--- config.mk ---
export PLATFORM = sky130hd
export DESIGN_NAME = pwc_power_on_control
export DESIGN_NICKNAME = d
export VERILOG_FILES = /design/src/pkg/pwc_pkg.sv /design/src/design/pwc_power_on_control.sv
export VERILOG_INCLUDE_DIRS = /design/src /design/src/pkg
export SDC_FILE = /design/constraint.sdc
export NUM_CORES = 1
export LEC_CHECK = 0
export BUFFER_PORTS_ARGS = -buffer_cell sky130_fd_sc_hd__buf_2
export CELL_PAD_IN_SITES_DETAIL_PLACEMENT = 0
export CELL_PAD_IN_SITES_GLOBAL_PLACEMENT = 2
export CORE_UTILIZATION = 36
export CTS_CLUSTER_DIAMETER = 120
export DETAILED_ROUTE_END_ITERATION = 12
export PLACE_DENSITY_LB_ADDON = 0.1
export SLEW_MARGIN = 30
export SYNTH_ARGS = -nofsm -noshare
export SYNTH_HDL_FRONTEND = slang
export SYNTH_SLANG_ARGS = --single-unit
--- constraint.sdc ---
create_clock -name clk_i -period 4.6 [get_ports clk_i]
set_clock_uncertainty 0.05 [all_clocks]
set_input_delay 0.69 -clock clk_i [delete_from_list [all_inputs] [get_ports clk_i]]
set_output_delay 0.69 -clock clk_i [all_outputs]
set_load 0.005 [all_outputs]
--- src/pkg/pwc_cfg.svh ---
// Timing constants, field positions and reset values of the power-on control block
`ifndef PWC_CFG_SVH
`define PWC_CFG_SVH

`define PWC_CLK_MHZ 250
`define PWC_SEQ_STEP_US 100
`define PWC_SEQ_STEP_CYC (`PWC_SEQ_STEP_US * `PWC_CLK_MHZ)
`define PWC_RST_FIRST_MS 100
`define PWC_RST_FIRST_CYC (`PWC_RST_FIRST_MS * 1000 * `PWC_CLK_MHZ)
`define PWC_RST_LATER_MS 250
`define PWC_RST_LATER_CYC (`PWC_RST_LATER_MS * 1000 * `PWC_CLK_MHZ)

`define PWC_NUM_REG 9
`define PWC_EN_CORE 0
`define PWC_EN_PAD 1
`define PWC_EN_ANA 2
`define PWC_EN_OSC 3
`define PWC_EN_DEFAULT 9'h00f
`define PWC_EN_OFF 9'h000

`define PWC_ST_PRESENT 0
`define PWC_ST_CHARGING 1
`define PWC_ST_FAULT 2

`define PWC_CODE_W 4
`define PWC_CORE_1V35 4'h0
`define PWC_CORE_1V80 4'h3
`define PWC_PAD_1V80 4'h3
`define PWC_PAD_2V60 4'h8
`define PWC_LN_2V55 4'h0
`define PWC_LN_2V90 4'h7
`define PWC_LN_DEFAULT 4'h5

`endif

--- src/pkg/pwc_pkg.sv ---
// Types of the power-on control block
package pwc_pkg;

  typedef enum logic [2:0] {
    PWC_STANDBY,
    PWC_SEQ,
    PWC_WAIT_PG,
    PWC_ON
  } pwc_state_e;

  typedef struct packed {
    logic [3:0] code;
    logic wr;
  } pwc_code_wr_s;

  typedef struct packed {
    pwc_state_e state;
    logic [31:0] tmr;
    logic [31:0] rtmr;
    logic [1:0] seq_idx;
    logic [8:0] en;
    logic [8:0] cmd_en;
    logic [3:0] core_code;
    logic [3:0] pad_code;
    logic [4:0][3:0] ln_code;
    logic rst_n;
    logic rst_running;
    logic boot_done;
    logic req_prev;
    logic pad_ok_s1;
    logic pad_ok_s2;
    logic [2:0] status;
    logic pwr_on;
    logic pg_prev;
    logic on;
  } pwc_state_s;

endpackage : pwc_pkg

--- src/design/pwc_power_on_control.sv ---
// Power-on sequencing, reset timing, regulator enables and voltage defaults
`timescale 1ns/1ps
`default_nettype none
`include "pwc_cfg.svh"

module pwc_power_on_control
  import pwc_pkg::*;
#(
  parameter int unsigned SEQ_STEP_CYC = `PWC_SEQ_STEP_CYC,
  parameter int unsigned RST_FIRST_CYC = `PWC_RST_FIRST_CYC,
  parameter int unsigned RST_LATER_CYC = `PWC_RST_LATER_CYC
) (
  // Clock and reset
  input wire logic clk_i,                 // 250 MHz clock
  input wire logic sys_rst_i,             // Synchronous reset, active high
  // Power-up requests and host handshake
  input wire logic power_key_i,           // Push-button request, active high
  input wire logic accessory_power_request_i, // Accessory request, active high
  input wire logic host_power_good_i,     // Host power-good
  input wire logic supply_ok_i,           // Supply in operating range
  // Analog monitors
  input wire logic pad_above_thresh_i,    // Pad output above 77 percent (async)
  input wire logic reset_event_i,         // Short, over-temp, undervoltage while on
  // Default voltage straps
  input wire logic core_voltage_strap_i,  // Core default select
  input wire logic pad_voltage_strap_i,   // Pad default select
  // Charger status inputs
  input wire logic charger_present_n_i,   // Charger present, active low
  input wire logic charging_n_i,          // Charging, active low
  input wire logic charger_fault_n_i,     // Charger fault, active low
  // Control writes, taken only while on
  input wire logic [8:0] enable_wdata_i,  // New on/off word
  input wire logic enable_wr_i,           // On/off word write strobe
  input wire pwc_code_wr_s core_code_wr_i, // Core voltage code write
  input wire pwc_code_wr_s pad_code_wr_i,  // Pad voltage code write
  input wire logic [2:0] ln_sel_i,        // Low-noise regulator select 0..4
  input wire pwc_code_wr_s ln_code_wr_i,   // Low-noise voltage code write
  // Regulator control
  output logic [8:0] regulator_enable_o,  // Regulator enables
  output logic [3:0] core_code_o,         // Core voltage code
  output logic [3:0] pad_code_o,          // Pad voltage code
  output logic [19:0] ln_code_o,          // Five low-noise voltage codes
  // Host reset, indicator and status
  output logic system_reset_n_o,          // Reset to host, active low
  output logic power_on_indicator_o,      // OR of key, accessory, power-good
  output logic [2:0] status_o,            // Charger status bits
  output logic powered_on_o               // Power-on latched
);

  ////////////////////////////////////////////////////////////////////////////
  // Whole block state: one registered copy and its next value
  pwc_state_s st_ff;
  pwc_state_s nxt_st;

  // Number of low-noise regulators and their code width
  localparam int unsigned LN_NUM = 5;
  localparam int unsigned LN_CODE_W = `PWC_CODE_W;

  // Sequence steps: index of the next default-on regulator to enable
  localparam logic [1:0] SEQ_PAD = 2'h1;
  localparam logic [1:0] SEQ_ANA = 2'h2;
  localparam logic [1:0] SEQ_OSC = 2'h3;

  // Codes above the top low-noise step are pinned to it
  // rather than wrapped, so a bad write never lowers the rail
  function automatic logic [3:0] clamp_ln(input logic [3:0] c);
    return (c > `PWC_LN_2V90) ? `PWC_LN_2V90 : c;
  endfunction : clamp_ln

  // Strap decode for the core and pad power-up defaults
  function automatic logic [3:0] core_default(input logic strap);
    return strap ? `PWC_CORE_1V80 : `PWC_CORE_1V35;
  endfunction : core_default

  function automatic logic [3:0] pad_default(input logic strap);
    return strap ? `PWC_PAD_2V60 : `PWC_PAD_1V80;
  endfunction : pad_default

  // Defaults on every shutdown; straps are read here only
  function automatic pwc_state_s defaults(input pwc_state_s s, input logic cs, input logic ps);
    pwc_state_s d;
    d = s;
    d.state = PWC_STANDBY;
    d.tmr = '0;
    d.seq_idx = '0;
    // Every regulator off; the on/off word returns to its default
    d.en = `PWC_EN_OFF;
    d.cmd_en = `PWC_EN_DEFAULT;
    // Voltage codes back to the strap-selected and fixed defaults
    d.core_code = core_default(cs);
    d.pad_code = pad_default(ps);
    for (int i = 0; i < LN_NUM; i++) begin
      d.ln_code[i] = `PWC_LN_DEFAULT;
    end
    // Reset output low with no count pending; the next release is a boot
    d.rst_n = 1'b0;
    d.rst_running = 1'b0;
    d.rtmr = '0;
    d.boot_done = 1'b0;
    return d;
  endfunction : defaults

  // Either source asks for power the same way
  logic req;
  assign req = power_key_i | accessory_power_request_i;

  // Causes outside the enables that hold the reset output low
  logic rst_cause;
  assign rst_cause = reset_event_i | ~st_ff.pad_ok_s2;

  // Sequence step due: the spacing count has run out
  logic seq_due;
  assign seq_due = (st_ff.tmr == '0);

  // A start needs a fresh rising request and a supply in range; a level
  // that was already high when standby was entered does not restart
  function automatic logic start_edge(input logic r, input logic r_prev, input logic sup);
    return r && !r_prev && sup;
  endfunction : start_edge

  // A running count is brought down by one each edge and rests at zero
  function automatic logic [31:0] count_down(input logic [31:0] t);
    return (t != '0) ? (t - 32'h1) : t;
  endfunction : count_down

  ////////////////////////////////////////////////////////////////////////////
  // Next-state logic.
  // Standby waits for a start edge. The sequence turns on core, pad,
  // analog and oscillator one step apart, then waits for power-good with
  // no time limit. Losing the request before power-good abandons the
  // start. Once on, only a falling power-good shuts down; key edges and
  // the accessory input are then ignored. The reset output is timed in
  // its own section below, apart from the state flow.
  always_comb begin
    // Hold everything unless a section below changes it
    nxt_st = st_ff;

    // Edge history and input sampling run in every state
    nxt_st.req_prev = req;
    nxt_st.pg_prev = host_power_good_i;
    // Two-flop synchroniser; only the second stage is read
    nxt_st.pad_ok_s1 = pad_above_thresh_i;
    nxt_st.pad_ok_s2 = st_ff.pad_ok_s1;
    nxt_st.pwr_on = power_key_i | accessory_power_request_i | host_power_good_i;
    // Charger inputs arrive active low; status bits read active high
    nxt_st.status[`PWC_ST_PRESENT] = ~charger_present_n_i;
    nxt_st.status[`PWC_ST_CHARGING] = ~charging_n_i;
    nxt_st.status[`PWC_ST_FAULT] = ~charger_fault_n_i;

    // Both counts run from the clock itself; the sequence timer and the
    // reset timer are kept apart so that a reset count started by the pad
    // threshold in the middle of the sequence cannot stretch the spacing
    nxt_st.tmr = count_down(st_ff.tmr);
    nxt_st.rtmr = count_down(st_ff.rtmr);

    unique case (st_ff.state)
      PWC_STANDBY: begin
        // Straps are read at this edge and held until shutdown
        if (start_edge(req, st_ff.req_prev, supply_ok_i)) begin
          nxt_st = defaults(nxt_st, core_voltage_strap_i, pad_voltage_strap_i);
          nxt_st.state = PWC_SEQ;
          nxt_st.en[`PWC_EN_CORE] = 1'b1;
          nxt_st.seq_idx = SEQ_PAD;
          nxt_st.tmr = SEQ_STEP_CYC;
        end
      end
      PWC_SEQ: begin
        // Request lost before power-good: back to standby
        if (!req) begin
          nxt_st = defaults(nxt_st, core_voltage_strap_i, pad_voltage_strap_i);
        end else if (seq_due) begin
          // Each step enables the next default-on regulator
          unique case (st_ff.seq_idx)
            SEQ_PAD: nxt_st.en[`PWC_EN_PAD] = 1'b1;
            SEQ_ANA: nxt_st.en[`PWC_EN_ANA] = 1'b1;
            SEQ_OSC: nxt_st.en[`PWC_EN_OSC] = 1'b1;
            default: ;
          endcase
          nxt_st.seq_idx = st_ff.seq_idx + 2'h1;
          nxt_st.tmr = SEQ_STEP_CYC;
          if (st_ff.seq_idx == SEQ_OSC) begin
            nxt_st.state = PWC_WAIT_PG;
            nxt_st.tmr = '0;
          end
        end
      end
      PWC_WAIT_PG: begin
        // No timeout: waits as long as the request is held
        if (!req) begin
          nxt_st = defaults(nxt_st, core_voltage_strap_i, pad_voltage_strap_i);
        end else if (host_power_good_i) begin
          nxt_st.state = PWC_ON;
        end
      end
      PWC_ON: begin
        if (!host_power_good_i) begin
          nxt_st = defaults(nxt_st, core_voltage_strap_i, pad_voltage_strap_i);
        end else begin
          // Key activity is ignored here
          // Writes touch only their own field; everything else is kept
          if (enable_wr_i) begin
            nxt_st.cmd_en = enable_wdata_i;
            nxt_st.en = enable_wdata_i;
          end
          if (core_code_wr_i.wr) begin
            nxt_st.core_code = core_code_wr_i.code;
          end
          if (pad_code_wr_i.wr) begin
            nxt_st.pad_code = pad_code_wr_i.code;
          end
          if (ln_code_wr_i.wr && ({29'h0, ln_sel_i} < LN_NUM)) begin
            nxt_st.ln_code[ln_sel_i] = clamp_ln(ln_code_wr_i.code);
          end
        end
      end
    endcase

    // Reset output timing, shared by power-up and on states.
    // Any live cause holds the output low and drops a running count, so a
    // cause that clears and returns always restarts the full delay.
    if (st_ff.state != PWC_STANDBY && nxt_st.state != PWC_STANDBY) begin
      if (rst_cause || !nxt_st.en[`PWC_EN_PAD]) begin
        nxt_st.rst_n = 1'b0;
        nxt_st.rst_running = 1'b0;
        nxt_st.rtmr = '0;
      end else if (!st_ff.rst_n && !st_ff.rst_running) begin
        // First release after a start uses the boot delay; later ones
        // use the longer hold
        nxt_st.rst_running = 1'b1;
        nxt_st.rtmr = st_ff.boot_done ? RST_LATER_CYC : RST_FIRST_CYC;
      end else if (st_ff.rst_running && st_ff.rtmr == '0) begin
        // Count ran out with no cause present: release
        nxt_st.rst_running = 1'b0;
        nxt_st.rst_n = 1'b1;
        nxt_st.boot_done = 1'b1;
      end
    end

    // Registered copy of the on state, so the flag leaves a flip-flop
    nxt_st.on = (nxt_st.state == PWC_ON);
  end

  ////////////////////////////////////////////////////////////////////////////
  // Synchronous reset clears the whole state: standby, reset output low
  always_ff @(posedge clk_i) begin
    if (sys_rst_i) begin
      st_ff <= '0;
    end else begin
      st_ff <= nxt_st;
    end
  end

  assign regulator_enable_o = st_ff.en;
  assign core_code_o = st_ff.core_code;
  assign pad_code_o = st_ff.pad_code;

  // Low-noise codes laid out four bits per regulator, lowest first
  for (genvar g = 0; g < LN_NUM; g++) begin : g_ln_out
    assign ln_code_o[g*LN_CODE_W +: LN_CODE_W] = st_ff.ln_code[g];
  end

  // Host-facing outputs, each straight from the state register
  assign system_reset_n_o = st_ff.rst_n;
  assign power_on_indicator_o = st_ff.pwr_on;
  assign status_o = st_ff.status;
  assign powered_on_o = st_ff.on;

endmodule : pwc_power_on_control
`default_nettype wire

==> metrics.csv <==
stage,metric,value,unit
worst_hold_path,Hold Path Stages,2,
finish,"most common cell after layout, fill and taps aside",dfxtp_1,
synth,synthesized flop and latch total,117,
clock_tree,# clock sinks,117,
synth,Cells after Synth,730,
drt,routed via count,5136,
synth,Post-Synth XOR/XNOR Area,8.30,%
clock_tree,Clock Tree Root,clkbuf_16,
synth,post-synthesis cell type count,63,
worst_setup_path,Worst EP arrival,3920,ps
worst_setup_path,worst reg2reg path depth,9,
clock_tree,hold_buf cts,0,
drt,Via density,5.14,
worst_setup_path,CP max FO,14,
die,Die X,130,um
sta,TNS Setup,0,ps
clock_tree,Num CTS Buffers,17,
clock_tree,Clock transition at path regs,50,ps
synth,syn nets,778,
synth,Synth Area in Compound Gates,14.4,%
power,Combinational Power Share,42.2,%
run,max cap viols,0,
drt,1st-iter DRT viols,290,
die,die height,130,um
power,sw power,0.00185,W
clock_tree,number of H-tree levels,4,
synth,sequential area share after synthesis,39.6,%
worst_setup_path,Critical Path Start Type,flop,
synth,combinational family with the most area after synthesis,simple AND/OR/NAND/NOR gates,
die,Starting Density,37.1,%
drt,final wirelength,15000,um
synth,"EDFF count, synth",0,
worst_setup_path,RR Startpoint,st_ff[115]$_SDFF_PP0_,
die,die area,0.0169,mm2
placement,GPL Wtd Cong,0.808,
sta,final hold vios,0,
drt,WL/cell,15.0,um
drt,Final ANT Viol Nets,0,
worst_hold_path,hold_sp,ln_code_o[19]$_SDFFE_PP0P_,
sta,fmax,270,MHz
power,Clock Power Share,27.8,%
power,worst vdd ir,262,uV
synth,adder-cell area share of the yosys netlist,1.48,%
clock_tree,clk_lat worst skew,410,ps
global_route,largest net degree at the start of global routing,38,
synth,main flop type after synthesis,dfxtp_1,
global_route,Tot GR Track Use,18.2,%
power,Switching Share,38.0,%
sta,final setup vio count,0,
clock_tree,Clock Tree Buf Depth,2,
synth,Syn. warnings,0,
sta,Final Critical Period,3700,ps
finish,share of layout cells above drive strength 1,16.9,%
clock_tree,post-CTS setup buffer count,0,
outcome,outcome,"finished, final reports clean",
worst_hold_path,Hold Path Class,flop to flop,
synth,asr flop ratio synth,0,%
worst_setup_path,CP endpoint kind,flop,
finish,Final Core Density,42.9,%
placement,port buffer count,83,
placement,detailed placer's ending HPWL,10600,um
power,Pint,0.00302,W
global_route,vias in the first global route,4725,
synth,Syn Area/Cell,8.10,um2
finish,Post-layout nets,818,
global_route,antenna violations before repair,0,
global_route,first-pass GRT wire length,24000,um
synth,synthesized area,0.00591,mm2
sta,RSZ-0062 raised after global routing,false,
drt,drt first pass iters,4,
worst_setup_path,flop2flop setup slack,900,ps
worst_hold_path,worst hold endpoint,ln_code_o[19]$_SDFFE_PP0P_,
sta,slew margin rel.,43.2,%
die,Top Ports,84,
power,sequential power share,30.0,%
drt,Remaining DRCs,0,
finish,Area Growth Syn to Fin,15.8,%
global_route,gr ovfl total,0,
sta,worst-margin pin slew,845,ps
synth,post-synthesis mux area share,0.699,%
clock_tree,post_cts resized,0,
sta,crit share post-route,80.4,%
die,# rows,46,
finish,"commonest non-fill, non-tap cells in the layout","dfxtp_1 (117), nor2_1 (98), buf_2 (83)",
power,Power Dens Cells,713,mW/mm2
finish,antenna cells,0,
die,CORE AREA,0.0159,mm2
sta,"Slew Viols, Final",0,
worst_setup_path,RR Endpoint,st_ff[87]$_SDFF_PP0_,
synth,simple-gate area share of the yosys netlist,27.5,%
clock_tree,TritonCTS clock tree,built,
worst_setup_path,critical path required time,4820,ps
power,Leak,2.71,nW
worst_setup_path,Worst Setup Path Type,flop to flop,
worst max path at each step:
stage	start	to	slack, ps	cells past startpoint
floorplan	st_ff[97]$_SDFF_PP0_	st_ff[64]$_SDFF_PP0_	1720	10
global placement	st_ff[115]$_SDFF_PP0_	st_ff[89]$_SDFF_PP0_	970	9
detailed placement	st_ff[115]$_SDFF_PP0_	st_ff[63]$_SDFF_PP0_	900	9
CTS	st_ff[115]$_SDFF_PP0_	st_ff[77]$_SDFF_PP0_	880	9
global route	st_ff[115]$_SDFF_PP0_	st_ff[68]$_SDFF_PP0_	540	9
finish	st_ff[115]$_SDFF_PP0_	st_ff[87]$_SDFF_PP0_	900	9
final cells by class:
type,instances,area (um2)
Fill cell,1648,9100
Multi-Input combinational cell,530,3110
Sequential cell,117,2340
Timing Repair Buffer,91,475
Clock buffer,21,440
Tap cell,216,270
Clock inverter,11,158
Inverter,13,48.8
power groups by stage:
| stage | Clock [W] | Sequential (W) | Combinational (W) |
|---|---|---|---|
| detailed placement | 0 | 0.00148 | 0.00203 |
| CTS | 0.00139 | 0.00146 | 0.00205 |
| global placement | 0 | 0.00147 | 0.00203 |
| floorplan | 0 | 0.00142 | 0.00166 |
| global route | 0.00144 | 0.00149 | 0.00232 |
| finish | 0.00135 | 0.00146 | 0.00206 |
per-stage QoR:
stage,hold slack [ps],setup slack [ps],instance area (um2),std cells,total power (W)
4_1_cts,370,884,6840,999,0.00490
3_5_place_dp,369,897,6240,967,0.00351
5_1_grt,372,536,6840,999,0.00526
2_1_floorplan,362,1720,5910,730,0.00307
6_report,375,903,6840,999,0.00488
3_3_place_gp,368,975,6230,967,0.00350
layer usage:
| metal | up-vias | track usage, % | part of all wire (%) | wire length (um) |
|---|---|---|---|---|
| li1 | 2605 | - | - | - |
| met4 | 0 | 6.77 | 1.3 | 201 |
| met1 | 2407 | 24.7 | 50 | 7500 |
| met5 | - | 0 | 0 | 0 |
| met3 | 15 | 3.49 | 4.4 | 661 |
| met2 | 109 | 28.7 | 44 | 6620 |
kinds of logic after synthesis:
kind of cell               count (synthesis)
and+or+nand+nor                          327
DFF                                      117
adders and majority gates                  7
AOI/OAI and AO/OA                        136
xor gates and xnor gates                  56
muxes                                      4
buffers and inverters                     83
critical path, cell delays in order, from the launching register on:
cell,delay (ps)
dfxtp_1,350
nor4_1,620
nand4_1,420
nor3_4,370
inv_2,190
o31a_1,340
a2111oi_2,350
buf_4,230
nand2b_1,500
nor3_1,110
synth_stat cells, types with 8 or more instances:
library cell	instances	share of area (%)
nor2_1	98	6.2
nor2b_1	8	0.85
inv_1	12	0.76
nand2_1	69	4.4
nor3_1	56	4.7
clkbuf_1	21	1.3
dfxtp_1	117	40
or4_1	8	1.0
buf_4	41	5.2
nand2b_1	10	1.1
nor4_1	15	1.6
xnor2_1	36	5.3
a21oi_1	60	5.1
o21ai_0	22	1.9
nand4_1	11	1.2
xor2_1	20	3.0
nand3_1	11	0.93
flip-flops by register name, indices dropped and copies added, names as in the netlist:
signal                cells
st_ff                    74
status_o                  3
regulator_enable_o        9
system_reset_n_o          1
ln_code_o                20
power_on_indicator_o      1
core_code_o               4
powered_on_o              1
pad_code_o                4
Power figures use the tool's default switching activity.
